`config.mk`:
```
export PLATFORM = sky130hd
export DESIGN_NAME = tclm_monitor
export DESIGN_NICKNAME = d
export VERILOG_FILES = /design/src/logic/tclm_i2c_slave.v /design/src/logic/tclm_monitor.v
export VERILOG_INCLUDE_DIRS = /design/src /design/src/logic
export SDC_FILE = /design/constraint.sdc
export NUM_CORES = 1
export LEC_CHECK = 0
export BUFFER_PORTS_ARGS = -buffer_cell sky130_fd_sc_hd__buf_2
export CAP_MARGIN = 20
export CORE_ASPECT_RATIO = 1.75
export CORE_MARGIN = 1.5
export CORE_UTILIZATION = 50
export DETAILED_ROUTE_END_ITERATION = 6
export GPL_ROUTABILITY_DRIVEN = 0
export PLACE_DENSITY = 0.81
export SYNTH_ARGS = -nofsm -noshare
export SYNTH_HDL_FRONTEND = slang
export SYNTH_SLANG_ARGS = --single-unit
```
`constraint.sdc`:
```
create_clock -name mclk_i -period 2.9 [get_ports mclk_i]
set_input_delay 0.145 -clock mclk_i [delete_from_list [all_inputs] [get_ports mclk_i]]
set_output_delay 0.145 -clock mclk_i [all_outputs]
set_load 0.05 [all_outputs]
```
`src/logic/tclm_defs.vh`:
```
// constants for the temperature conversion and limit monitor
`ifndef TCLM_DEFS_VH
`define TCLM_DEFS_VH
// clock and timing, in kHz and ms
`define TCLM_CLK_KHZ 50000
`define TCLM_FAST_MS 6
`define TCLM_CONV_MS 240
`define TCLM_SPS_CONV_MS 60
`define TCLM_SPS_IDLE_MS 940
// register byte offsets
`define TCLM_A_TEMP_MSB 8'h00
`define TCLM_A_TEMP_LSB 8'h01
`define TCLM_A_STATUS 8'h02
`define TCLM_A_CONFIG 8'h03
`define TCLM_A_CRIT_MSB 8'h04
`define TCLM_A_CRIT_LSB 8'h05
`define TCLM_A_HIGH_MSB 8'h06
`define TCLM_A_HIGH_LSB 8'h07
`define TCLM_A_LOW_MSB 8'h08
`define TCLM_A_LOW_LSB 8'h09
// config fields
`define TCLM_CFG_RES16 7
`define TCLM_CFG_MODE_HI 6
`define TCLM_CFG_MODE_LO 5
`define TCLM_CFG_IRQ 4
`define TCLM_CFG_CT_POL 3
`define TCLM_CFG_INT_POL 2
`define TCLM_CFG_RST 8'h00
// modes
`define TCLM_MODE_NORMAL 2'h0
`define TCLM_MODE_ONESHOT 2'h1
`define TCLM_MODE_SPS 2'h2
`define TCLM_MODE_OFF 2'h3
// setpoint resets and fast limits, 1/128 C per lsb
`define TCLM_CRIT_RST 16'h4980
`define TCLM_HIGH_RST 16'h2000
`define TCLM_LOW_RST 16'h0500
`define TCLM_FAST_CRIT 16'h4980
`define TCLM_FAST_HIGH 16'h2000
// fixed upper bits of the serial address
`define TCLM_I2C_BASE 5'h12
`endif

```
`src/logic/tclm_i2c_slave.v`:
```
// serial bus slave turning byte transfers into register strobes
`timescale 1ns/100ps
`include "tclm_defs.vh"
module tclm_i2c_slave (
    input wire mclk_i,
    input wire rst_i,
    input wire scl_i,
    input wire sda_i,
    input wire [6:0] dev_addr_i,
    input wire [7:0] reg_rdata_i,
    output wire [7:0] reg_addr_o,
    output wire [7:0] reg_wdata_o,
    output wire reg_wr_o,
    output wire reg_rd_o,
    output wire sda_oe_n_o
);
    localparam S_IDLE = 3'd0;
    localparam S_ADDR = 3'd1;
    localparam S_AACK = 3'd2;
    localparam S_WR = 3'd3;
    localparam S_WACK = 3'd4;
    localparam S_RD = 3'd5;
    localparam S_RACK = 3'd6;
    localparam S_RNXT = 3'd7;
    reg [2:0] state_r;
    reg [3:0] cnt_r;
    reg [7:0] sh_r;
    reg [7:0] ptr_r;
    reg [7:0] addr_r;
    reg [7:0] wdata_r;
    reg [1:0] ld_r;
    reg rw_r;
    reg first_r;
    reg oe_n_r;
    reg wr_r;
    reg rd_r;
    reg scl_d_r;
    reg sda_d_r;
    wire scl_rise = scl_i & ~scl_d_r;
    wire scl_fall = ~scl_i & scl_d_r;
    wire start = scl_i & scl_d_r & sda_d_r & ~sda_i;
    wire stop = scl_i & scl_d_r & ~sda_d_r & sda_i;

    assign reg_addr_o = addr_r;
    assign reg_wdata_o = wdata_r;
    assign reg_wr_o = wr_r;
    assign reg_rd_o = rd_r;
    assign sda_oe_n_o = oe_n_r;

    // bit engine; serial clock edges only move data
    always @(posedge mclk_i)
    begin
        if (rst_i)
        begin
            state_r <= S_IDLE;
            cnt_r <= 4'h0;
            sh_r <= 8'h00;
            ptr_r <= 8'h00;
            addr_r <= 8'h00;
            wdata_r <= 8'h00;
            ld_r <= 2'h0;
            rw_r <= 1'b0;
            first_r <= 1'b0;
            oe_n_r <= 1'b1;
            wr_r <= 1'b0;
            rd_r <= 1'b0;
            scl_d_r <= 1'b1;
            sda_d_r <= 1'b1;
        end
        else
        begin
            scl_d_r <= scl_i;
            sda_d_r <= sda_i;
            wr_r <= 1'b0;
            rd_r <= 1'b0;
            ld_r <= {ld_r[0], 1'b0};
            // read data is back two cycles after the strobe
            if (ld_r[1])
            begin
                sh_r <= reg_rdata_i;
                oe_n_r <= reg_rdata_i[7];
                cnt_r <= 4'h0;
            end
            if (start)
            begin
                state_r <= S_ADDR;
                cnt_r <= 4'h0;
                first_r <= 1'b1;
                oe_n_r <= 1'b1;
            end
            else if (stop)
            begin
                state_r <= S_IDLE;
                oe_n_r <= 1'b1;
            end
            else
            begin
                case (state_r)
                    S_ADDR, S_WR:
                    begin
                        if (scl_rise)
                        begin
                            sh_r <= {sh_r[6:0], sda_i};
                            cnt_r <= cnt_r + 4'h1;
                        end
                        else if (scl_fall && cnt_r == 4'h8 && state_r == S_ADDR)
                        begin
                            // strap-derived address match
                            if (sh_r[7:1] == dev_addr_i)
                            begin
                                oe_n_r <= 1'b0;
                                rw_r <= sh_r[0];
                                state_r <= S_AACK;
                            end
                            else
                                state_r <= S_IDLE;
                        end
                        else if (scl_fall && cnt_r == 4'h8)
                        begin
                            oe_n_r <= 1'b0;
                            state_r <= S_WACK;
                            first_r <= 1'b0;
                            if (first_r)
                                ptr_r <= sh_r;
                            else
                            begin
                                wr_r <= 1'b1;
                                wdata_r <= sh_r;
                                addr_r <= ptr_r;
                                ptr_r <= ptr_r + 8'h01;
                            end
                        end
                    end
                    S_AACK, S_RNXT:
                    begin
                        if (scl_fall)
                        begin
                            cnt_r <= 4'h0;
                            if (rw_r)
                            begin
                                rd_r <= 1'b1;
                                ld_r[0] <= 1'b1;
                                addr_r <= ptr_r;
                                ptr_r <= ptr_r + 8'h01;
                                state_r <= S_RD;
                            end
                            else
                            begin
                                oe_n_r <= 1'b1;
                                state_r <= S_WR;
                            end
                        end
                    end
                    S_WACK:
                    begin
                        if (scl_fall)
                        begin
                            oe_n_r <= 1'b1;
                            cnt_r <= 4'h0;
                            state_r <= S_WR;
                        end
                    end
                    S_RD:
                    begin
                        if (scl_fall && cnt_r == 4'h7)
                        begin
                            oe_n_r <= 1'b1;
                            state_r <= S_RACK;
                        end
                        else if (scl_fall)
                        begin
                            cnt_r <= cnt_r + 4'h1;
                            sh_r <= {sh_r[6:0], 1'b0};
                            oe_n_r <= sh_r[6];
                        end
                    end
                    S_RACK:
                    begin
                        if (scl_rise)
                            state_r <= sda_i ? S_IDLE : S_RNXT;
                    end
                    default:
                    begin
                        oe_n_r <= 1'b1;
                    end
                endcase
            end
        end
    end
endmodule // tclm_i2c_slave

```
`src/logic/tclm_monitor.v`:
```
// conversion sequencer, limit compare, alert pins and register file
`timescale 1ns/100ps
`include "tclm_defs.vh"
module tclm_monitor #(
    parameter integer FAST_CYCLES = `TCLM_FAST_MS * `TCLM_CLK_KHZ,
    parameter integer CONV_CYCLES = `TCLM_CONV_MS * `TCLM_CLK_KHZ,
    parameter integer SPS_CONV_CYCLES = `TCLM_SPS_CONV_MS * `TCLM_CLK_KHZ,
    parameter integer SPS_IDLE_CYCLES = `TCLM_SPS_IDLE_MS * `TCLM_CLK_KHZ
) (
    input wire mclk_i,
    input wire rst_i,
    input wire [7:0] reg_addr_i,
    input wire [7:0] reg_wdata_i,
    input wire reg_wr_i,
    input wire reg_rd_i,
    output wire [7:0] reg_rdata_o,
    input wire [15:0] temp_sample_i,
    input wire scl_i,
    input wire sda_i,
    output reg sda_o,
    output wire sda_oe_n_o,
    input wire addr_strap_lo_i,
    input wire addr_strap_hi_i,
    output reg critical_alert_out_o,
    output reg critical_alert_out_oe_n_o,
    output reg temp_alert_out_o,
    output reg temp_alert_out_oe_n_o
);
    localparam ST_FAST = 2'd0;
    localparam ST_CONV = 2'd1;
    localparam ST_WAIT = 2'd2;
    localparam ST_OFF = 2'd3;
    localparam [25:0] FAST_LD = FAST_CYCLES[25:0] - 26'h1;
    localparam [25:0] CONV_LD = CONV_CYCLES[25:0] - 26'h1;
    localparam [25:0] SPS_LD = SPS_CONV_CYCLES[25:0] - 26'h1;
    localparam [25:0] IDLE_LD = SPS_IDLE_CYCLES[25:0] - 26'h1;

    reg [7:0] cfg_r;
    reg [15:0] crit_r;
    reg [15:0] high_r;
    reg [15:0] low_r;
    reg [15:0] temp_r;
    reg [2:0] flags_r;
    reg not_ready_r;
    reg [7:0] rdata_r;
    reg [1:0] state_r;
    reg [1:0] state_nxt;
    reg [25:0] cnt_r;
    reg [25:0] cnt_nxt;
    reg kick_r;
    reg ct_act_r;
    reg int_act_r;
    reg [1:0] scl_s_r;
    reg [1:0] sda_s_r;
    reg [1:0] alo_s_r;
    reg [1:0] ahi_s_r;

    wire [7:0] i2c_addr;
    wire [7:0] i2c_wdata;
    wire i2c_wr;
    wire i2c_rd;

    // two-stage synchronisers for the serial bus and address strap inputs
    always @(posedge mclk_i)
    begin
        if (rst_i)
        begin
            scl_s_r <= 2'h3;
            sda_s_r <= 2'h3;
            alo_s_r <= 2'h0;
            ahi_s_r <= 2'h0;
        end
        else
        begin
            scl_s_r <= {scl_s_r[0], scl_i};
            sda_s_r <= {sda_s_r[0], sda_i};
            alo_s_r <= {alo_s_r[0], addr_strap_lo_i};
            ahi_s_r <= {ahi_s_r[0], addr_strap_hi_i};
        end
    end

    // serial port; address low bits from the straps
    tclm_i2c_slave u_i2c (
        .mclk_i(mclk_i),
        .rst_i(rst_i),
        .scl_i(scl_s_r[1]),
        .sda_i(sda_s_r[1]),
        .dev_addr_i({`TCLM_I2C_BASE, ahi_s_r[1], alo_s_r[1]}),
        .reg_rdata_i(rdata_r),
        .reg_addr_o(i2c_addr),
        .reg_wdata_o(i2c_wdata),
        .reg_wr_o(i2c_wr),
        .reg_rd_o(i2c_rd),
        .sda_oe_n_o(sda_oe_n_o)
    );

    // access merge; the plain port wins a same-cycle clash
    wire wr = reg_wr_i | i2c_wr;
    wire rd = reg_rd_i | i2c_rd;
    wire [7:0] waddr = reg_wr_i ? reg_addr_i : i2c_addr;
    wire [7:0] wdata = reg_wr_i ? reg_wdata_i : i2c_wdata;
    wire [7:0] raddr = reg_rd_i ? reg_addr_i : i2c_addr;
    wire [1:0] mode = cfg_r[`TCLM_CFG_MODE_HI:`TCLM_CFG_MODE_LO];
    wire res16 = cfg_r[`TCLM_CFG_RES16];
    wire irq_mode = cfg_r[`TCLM_CFG_IRQ];
    wire cfg_wr = wr && (waddr == `TCLM_A_CONFIG);

    // conversion finishes when the running counter hits zero
    wire converting = (state_r == ST_FAST) || (state_r == ST_CONV);
    wire done = converting && (cnt_r == 26'h0);
    wire fast = (state_r == ST_FAST);

    // next state of the internally timed sequencer
    always @*
    begin
        state_nxt = state_r;
        cnt_nxt = cnt_r - 26'h1;
        if (kick_r)
        begin
            // mode write restarts or stops conversions
            if (mode == `TCLM_MODE_OFF)
                state_nxt = ST_OFF;
            else
            begin
                state_nxt = ST_CONV;
                cnt_nxt = (mode == `TCLM_MODE_SPS) ? SPS_LD : CONV_LD;
            end
        end
        else
        begin
            case (state_r)
                ST_FAST, ST_CONV:
                begin
                    if (cnt_r == 26'h0)
                    begin
                        case (mode)
                            `TCLM_MODE_NORMAL:
                            begin
                                state_nxt = ST_CONV; // back to back
                                cnt_nxt = CONV_LD;
                            end
                            `TCLM_MODE_SPS:
                            begin
                                state_nxt = ST_WAIT;
                                cnt_nxt = IDLE_LD;
                            end
                            default:
                            begin
                                state_nxt = ST_OFF; // one-shot ends in shutdown
                            end
                        endcase
                    end
                end
                ST_WAIT:
                begin
                    if (cnt_r == 26'h0)
                    begin
                        state_nxt = ST_CONV;
                        cnt_nxt = SPS_LD;
                    end
                end
                default:
                begin
                    cnt_nxt = cnt_r;
                end
            endcase
        end
    end

    // sequencer registers; fast conversion first
    always @(posedge mclk_i)
    begin
        if (rst_i)
        begin
            state_r <= ST_FAST;
            cnt_r <= FAST_LD;
            kick_r <= 1'b0;
        end
        else
        begin
            state_r <= state_nxt;
            cnt_r <= cnt_nxt;
            kick_r <= cfg_wr;
        end
    end

    // limit comparison on the selected resolution
    wire [15:0] t_cmp = res16 ? temp_sample_i : {temp_sample_i[15:3], 3'h0};
    wire [15:0] lim_crit = fast ? `TCLM_FAST_CRIT : crit_r;
    wire [15:0] lim_high = fast ? `TCLM_FAST_HIGH : high_r;
    wire crit_hit = $signed(t_cmp) > $signed(lim_crit);
    wire high_hit = $signed(t_cmp) > $signed(lim_high);
    wire low_hit = !fast && ($signed(t_cmp) < $signed(low_r));

    // result capture, flags in the low bits in 13-bit mode
    always @(posedge mclk_i)
    begin
        if (rst_i)
        begin
            temp_r <= 16'h0000;
            flags_r <= 3'h0;
            not_ready_r <= 1'b1;
        end
        else if (done)
        begin
            temp_r <= res16 ? temp_sample_i
                : {temp_sample_i[15:3], crit_hit, high_hit, low_hit};
            flags_r <= {crit_hit, high_hit, low_hit};
            not_ready_r <= 1'b0;
        end
        else if (rd && raddr == `TCLM_A_TEMP_MSB)
            not_ready_r <= 1'b1;
    end

    // alert state; a new hit beats a read clear
    always @(posedge mclk_i)
    begin
        if (rst_i)
        begin
            ct_act_r <= 1'b0;
            int_act_r <= 1'b0;
        end
        else if (done && !irq_mode)
        begin
            ct_act_r <= crit_hit;
            int_act_r <= high_hit | low_hit; // comparator follows result
        end
        else
        begin
            if (done && crit_hit)
                ct_act_r <= 1'b1;
            else if (irq_mode && rd)
                ct_act_r <= 1'b0;
            if (done && (high_hit | low_hit))
                int_act_r <= 1'b1;
            else if (irq_mode && rd)
                int_act_r <= 1'b0;
        end
    end

    // open-drain pins released at their high level, polarity set means active high
    always @(posedge mclk_i)
    begin
        if (rst_i)
        begin
            sda_o <= 1'b0;
            critical_alert_out_o <= 1'b0;
            temp_alert_out_o <= 1'b0;
            critical_alert_out_oe_n_o <= 1'b1;
            temp_alert_out_oe_n_o <= 1'b1;
        end
        else
        begin
            sda_o <= 1'b0;
            critical_alert_out_o <= 1'b0;
            temp_alert_out_o <= 1'b0;
            critical_alert_out_oe_n_o <= ~(cfg_r[`TCLM_CFG_CT_POL] ^ ct_act_r);
            temp_alert_out_oe_n_o <= ~(cfg_r[`TCLM_CFG_INT_POL] ^ int_act_r);
        end
    end

    // register writes; normal mode and defaults after reset
    always @(posedge mclk_i)
    begin
        if (rst_i)
        begin
            cfg_r <= `TCLM_CFG_RST;
            crit_r <= `TCLM_CRIT_RST;
            high_r <= `TCLM_HIGH_RST;
            low_r <= `TCLM_LOW_RST;
        end
        else if (wr)
        begin
            if (waddr == `TCLM_A_CONFIG)
                cfg_r <= wdata;
            else if (waddr == `TCLM_A_CRIT_MSB)
                crit_r[15:8] <= wdata;
            else if (waddr == `TCLM_A_CRIT_LSB)
                crit_r[7:0] <= wdata;
            else if (waddr == `TCLM_A_HIGH_MSB)
                high_r[15:8] <= wdata;
            else if (waddr == `TCLM_A_HIGH_LSB)
                high_r[7:0] <= wdata;
            else if (waddr == `TCLM_A_LOW_MSB)
                low_r[15:8] <= wdata;
            else if (waddr == `TCLM_A_LOW_LSB)
                low_r[7:0] <= wdata;
        end
    end

    // read data one cycle after the strobe, unmapped reads zero
    always @(posedge mclk_i)
    begin
        if (rst_i)
            rdata_r <= 8'h00;
        else if (rd)
        begin
            if (raddr == `TCLM_A_TEMP_MSB)
                rdata_r <= temp_r[15:8];
            else if (raddr == `TCLM_A_TEMP_LSB)
                rdata_r <= temp_r[7:0];
            else if (raddr == `TCLM_A_STATUS)
                rdata_r <= {not_ready_r, flags_r, 4'h0};
            else if (raddr == `TCLM_A_CONFIG)
                rdata_r <= cfg_r;
            else if (raddr == `TCLM_A_CRIT_MSB)
                rdata_r <= crit_r[15:8];
            else if (raddr == `TCLM_A_CRIT_LSB)
                rdata_r <= crit_r[7:0];
            else if (raddr == `TCLM_A_HIGH_MSB)
                rdata_r <= high_r[15:8];
            else if (raddr == `TCLM_A_HIGH_LSB)
                rdata_r <= high_r[7:0];
            else if (raddr == `TCLM_A_LOW_MSB)
                rdata_r <= low_r[15:8];
            else if (raddr == `TCLM_A_LOW_LSB)
                rdata_r <= low_r[7:0];
            else
                rdata_r <= 8'h00;
        end
    end

    assign reg_rdata_o = rdata_r;
endmodule // tclm_monitor

```
== Yosys cells after proc, flatten, opt, wreduce, memory -nomap -nowiden ==
Index checks and enable logic that the tools add are counted.

* Register bits after elaboration: 173
* Latch bits: 0
* RAM bits: 0
* ROM bits: 0
* Input port bits: 40
* Output and inout bits: 14
* Word-level logic and storage cells: 275
* Memories: 0

* $add $sub $neg: 3
* $mul: 0
* Divide/modulo/power cells: 0
* Order comparisons: 3
* Eq/ne operators: 51
* Shift-type cells: 0
* Mux-type cells: 101
* Bitwise logic cells: 31
* Reductions and logical operators: 49

{| class="wikitable"
|+ Operators by type and width
! operator !! count
|-
| 2-to-1 mux 8 bit || 31
|-
| 2-to-1 mux 26 bit || 4
|-
| one-hot mux 26 bit (2 select lines) || 2
|-
| equality test 8 x 3 -> 1 bit (second input constant) || 8
|-
| one-hot mux 8 bit (2 select lines) || 3
|-
| 2-to-1 mux 3 bit || 11
|-
| equality test 8 x 4 -> 1 bit (second input constant) || 4
|-
| greater-than comparator 16 bit || 2
|-
| 2-to-1 mux 16 bit || 2
|-
| 2-to-1 mux 1 bit || 31
|-
| AND reduction 7 bit || 4
|-
| logical NOT 26 bit || 1
|-
| subtractor 26 x 1 -> 26 bit (second input constant) || 1
|-
| equality test 8 x 2 -> 1 bit (second input constant) || 3
|-
| 2-to-1 mux 24 bit || 1
|-
| 2-to-1 mux 4 bit || 6
|-
| inverter 1 bit || 19
|-
| less-than comparator 16 bit || 1
|-
| != test 2 x 1 -> 1 bit (second input constant) || 8
|-
| != test 4 x 1 -> 1 bit (second input constant) || 4
|-
| AND reduction 8 bit || 2
|-
| one-hot mux 3 bit (5 select lines) || 1
|-
| equality test 3 bit (second input constant) || 4
|-
| one-hot mux 4 bit (3 select lines) || 1
|-
| 39 further kinds || 84
|}

== Depth between registers and ports, before layout ==
* Word-level depth: 12
* Gate-level depth with buffers: 13
* Mapped depth without buffers: 10

== Hierarchy ==
A second synthesis with hierarchy kept.

* Cell total of the unflattened synthesis: 1251
* Area, all modules: 10153.5 um2

{| class="wikitable"
|+ By module, submodules not included
! module !! instances !! cells an instance !! area an instance (um2) !! seq. area each (um2)
|-
| tclm_monitor || 1 || 950 || 7558.5 || 2502.4
|-
| tclm_i2c_slave || 1 || 301 || 2595.0 || 940.9
|}

== Worst setup path before layout ==
No wires, ideal clock.

* Kind: reg-to-reg
* From: register cnt_r[19]
* To: register cnt_r[9]
* Setup time: 0.122 ns
* Data arrival time: 2.656 ns
* Data required time: 2.778 ns
* Path slack: 0.122 ns
* Cell stages (with the launch flop): 7
* Path buffers: 0
* Clock period less this slack: 2.778 ns
* Cells stage by stage: dfxtp_1 > or4_4 > or4_4 > or4_4 > nor4_4 > o31ai_2 > a221o_1

* Longest elaborated chain between the ends: 4
* Elaborated cells on any way between the ends: 5
* Classes of those cells: mux: 4; reduce/logical: 1

{| class="wikitable"
|+ Ends and longest elaborated chain
! element !! line !! source
|-
| start, declared || tclm_monitor.v:48 || <nowiki>reg [25:0] cnt_r;</nowiki>
|-
| start signal, assigned || tclm_monitor.v:182 || <nowiki>cnt_r <= cnt_nxt;</nowiki>
|-
| logical NOT 26 bit (*) || tclm_monitor.v:134, tclm_monitor.v:156 ||
|-
| 2-to-1 mux 26 bit, on equally long branches || tclm_monitor.v:156, tclm_monitor.v:134 ||
|-
| one-hot mux 26 bit (2 select lines) (*) || tclm_monitor.v:131 || <nowiki>case (state_r)</nowiki>
|-
| 2-to-1 mux 26 bit (*) || tclm_monitor.v:118 || <nowiki>if (kick_r)</nowiki>
|}

Every way passes the cells marked *; elsewhere a longest branch is shown, timed or not.
A chain may end at the register's enable or synchronous reset.

== Worst setup path in the final report ==
Same ends and word-level chain as after synthesis.

==> impl_summary.txt <==
----------------------------------------------------
[Clocking]
  Maximum level of the CTS H-tree ... 4
  Number of sinks handled by clock tree synthesis ... 172
  Clock-pin slew on the worst setup and hold paths ... 0.08 ns
  Clk buf depth ... 2
  Cell at the root of the clock tree ... sky130_fd_sc_hd__clkbuf_16
  Worst skew pair latency ... 0.45 ns
  Number of CTS-inserted buffers ... 17
  Post-CTS repair timing setup buffer count ... 0
  TritonCTS clock tree ... built

[Power]
  Areal power density over the cells ... 498 mW/mm²
  Leakage ... 0.00432 µW
  Largest vdd supply drop ... 0.000313 V

[STA]
  Final Hold Viols ... 0
  Total negative slack ... 0 ns
  Final setup viols ... 0
  Highest clock rate ... 367 MHz
  Post-route minimum period ... 2.72 ns
  Final worst-path cycle share ... 0.939
  Worst Tran Pin Value ... 0.960 ns
  Hold Worst Slack ... 0.0215 ns
  Max_slew headroom ... 0.353
  Final critical-path setup slack ... 0.178 ns
  Count of pins over their slew limit ... 0
  Clock tree skew after final layout ... 0.0140 ns
  RSZ-0062 raised after global routing ... no

[Critical path]
  Last element of the critical path ... cnt_r[9]
  Crit path max fanout ... 5
  Minimum setup slack among reg-to-reg paths ... 0.18 ns
  Crit path kind ... register to register
  Critical path arrival ... 3.06 ns
  Capturing element type of the critical path ... register
  Required time of the critical path ... 3.24 ns
  Worst reg2reg path startpoint ... cnt_r[19]
  Startpoint Class ... register
  Worst reg2reg endpoint ... cnt_r[9]
  Launching instance or port of the critical path ... cnt_r[19]
  R2r worst-path depth ... 6

[Floorplanning]
  Floorplan core area ... 0.0191 mm²
  Initial cell density of the core ... 0.507
  Height of the die ... 187 µm
  Ports ... 54
  Placement Rows ... 67
  Area enclosed by the die boundary ... 0.0203 mm²
  Die Wd ... 108 µm

[Global route]
  Antenna violations before repair ... 0
  Number of global-route vias before repair ... 9651
  Pin count of the biggest net entering global routing ... 61
  First-pass GRT wire length ... 50200 µm
  Global route overflow ... 0
  GR Util All Layers ... 0.326

[Yosys]
  Mapped Cells ... 1215
  Yosys top cell area share ... 0.355
  Largest area contributor in the netlist ... sky130_fd_sc_hd__dfxtp_1
  Post-synth cell types ... 68
  Post-Synthesis Mean Instance Area ... 7.98 µm²
  Number of flops mapped to enable cells by yosys ... 0
  Flip-flop and latch count after synthesis ... 172
  Synth Warn # ... 0
  Async SR Flop Fraction ... 0
  Most used DFF post-synth ... sky130_fd_sc_hd__dfxtp_1
  Cell types with the largest area share after synthesis ... sky130_fd_sc_hd__dfxtp_1 (36%), sky130_fd_sc_hd__mux2i_1 (7.9%), sky130_fd_sc_hd__nor2_1 (6.5%)
  Sequential area share after synthesis ... 0.355
  Syn Std Cell Area ... 0.00970 mm²

[Detailed routing]
  Iteration-0 DRC count of the detailed router ... 1000
  Via/cell ratio ... 6.48
  DRC violations left ... 0
  First-pass detailed-route iteration total ... 7
  Vias post-DR ... 9881
  Antenna-violating nets left ... 0
  Final routed wire length divided by cell count ... 21.0 µm
  WL final ... 32000 µm

[Flow run]
  Max-capacitance violation count ... 0

[Finish]
  Net count reported at finish ... 1359
  Fraction of layout instances using a drive strength above 1 ... 0.118
  Most used cells in the layout excluding fill and tap cells ... sky130_fd_sc_hd__dfxtp_1 (172), sky130_fd_sc_hd__nor2_1 (168), sky130_fd_sc_hd__nand2_1 (145), sky130_fd_sc_hd__a21oi_1 (83), sky130_fd_sc_hd__mux2i_1 (77)
  Area growth from synthesis to final layout ... 13.3%
  Fill cell instance count of the final layout ... 1703
  Count of antenna diodes in the layout ... 0
  Most common cell after layout, fill and taps aside ... sky130_fd_sc_hd__dfxtp_1
  Final core utilization ... 0.575

[Place]
  Placement-stage worst setup slack ... 0.106 ns
  Final HPWL DP ... 23400 µm
  Number of buffers inserted by port buffering ... 50

[Min path]
  Class of the most critical hold timing path ... input port to register

[Status]
  Result of the run ... completed

----------------------------------------------------
## metrics by stage
stage,total power [µW],std cells,cell area (µm²)
after floorplan,2950,1217,9700
after global placement,3140,1488,10300
after detailed placement,3160,1489,10300
after CTS,5440,1526,11000
after global routing,5630,1526,11000
final,5470,1526,11000
## layout make-up
| type | count | area (µm²) | share of cell area |
|---|---|---|---|
| clock buffers | 20 | 457 | 0.0416 |
| clock inverters | 12 | 125 | 0.0114 |
| multi-input cells | 941 | 5870 | 0.535 |
| repair buffers | 94 | 612 | 0.0557 |
| inverters | 46 | 173 | 0.0157 |
| well taps | 241 | 302 | 0.0274 |
| flip-flops and latches | 172 | 3440 | 0.313 |
## critical path: stages (launching register included)
cell,delay (ns)
sky130_fd_sc_hd__dfxtp_1,0.31
sky130_fd_sc_hd__or4_4,0.54
sky130_fd_sc_hd__or4_4,0.44
sky130_fd_sc_hd__or4_4,0.53
sky130_fd_sc_hd__nor4_4,0.35
sky130_fd_sc_hd__o21ai_0,0.13
sky130_fd_sc_hd__a221o_1,0.32
## sequential cells by signal, summed over array words and instances (netlist names), 16 cells and up
signal	flops
high_r	16
crit_r	16
low_r	16
cnt_r	26
temp_r	16
## what timing repair did
item,CTS,global route
resized for setup,0,4
setup endpoints to repair,0,9
hold buffers,5,0
hold endpoints to repair,5,0
## cells in the mapped netlist (5+ instances only)
library cell,n
sky130_fd_sc_hd__o21ai_0,71
sky130_fd_sc_hd__nor4_1,18
sky130_fd_sc_hd__nor3_1,23
sky130_fd_sc_hd__a22oi_1,9
sky130_fd_sc_hd__a2111oi_0,5
sky130_fd_sc_hd__nand2b_1,13
sky130_fd_sc_hd__and2_1,6
sky130_fd_sc_hd__inv_1,46
sky130_fd_sc_hd__nand2_1,145
sky130_fd_sc_hd__a21oi_1,83
sky130_fd_sc_hd__a31oi_1,12
sky130_fd_sc_hd__and3_1,8
sky130_fd_sc_hd__nor3b_1,6
sky130_fd_sc_hd__a222oi_1,9
sky130_fd_sc_hd__clkbuf_1,48
sky130_fd_sc_hd__nand3_1,31
sky130_fd_sc_hd__nor2b_1,12
sky130_fd_sc_hd__o211ai_1,8
sky130_fd_sc_hd__or2_2,11
sky130_fd_sc_hd__xor2_1,7
sky130_fd_sc_hd__o22ai_1,12
sky130_fd_sc_hd__a21o_1,17
sky130_fd_sc_hd__nand4_1,11
sky130_fd_sc_hd__mux2_2,10
sky130_fd_sc_hd__a311oi_1,6
sky130_fd_sc_hd__buf_1,7
sky130_fd_sc_hd__a211oi_1,24
sky130_fd_sc_hd__a32oi_1,6
sky130_fd_sc_hd__o21a_1,6
sky130_fd_sc_hd__nor2_1,168
sky130_fd_sc_hd__ha_1,47
sky130_fd_sc_hd__mux2i_1,77
sky130_fd_sc_hd__xnor2_1,7
sky130_fd_sc_hd__dfxtp_1,172
sky130_fd_sc_hd__o221ai_1,6
## metal layers
layer  wire, µm  track usage  vias up
li1           -            -     4503
met1      10600        0.325     4567
met2      15500        0.542      574
met3       2290       0.0794      237
met4       3540        0.300        0
met5          0            0        -
## power breakdown
part,total [µW],internal (µW),leakage [µW],switching (µW)
combinational,696,230,0.00264,467
clock,2320,1250,0.000289,1070
sequential,2450,2400,0.00139,49.4
## logic make-up (layout without fill, tap and decap cells)
logic type                 count (synthesis)  after routing  share of synthesized area
muxes                                     88             88                     0.0923
and+or+nand+nor                          476            476                      0.227
AOI/OAI and AO/OA                        313            313                      0.210
buffers and inverters                    104            172                     0.0414
xor gates and xnor gates                  14             14                     0.0126
other                                      1              3                   0.000387
adders and majority gates                 47             47                     0.0606
DFF                                      172            172                      0.355
## worst min path at each step
stage	start	endpoint	slack, ns	cells past startpoint
final	temp_sample_i[15]	temp_r[15]	0.02	3
after global placement	sda_i	sda_s_r[0]	0.33	2
after detailed placement	scl_i	scl_s_r[0]	0.33	2
after floorplan	scl_i	scl_s_r[0]	0.25	1
after CTS	temp_sample_i[15]	temp_r[15]	0.007	3
after global routing	temp_sample_i[15]	temp_r[15]	0.008	3
Note: power is estimated with default switching activity, not from simulation.
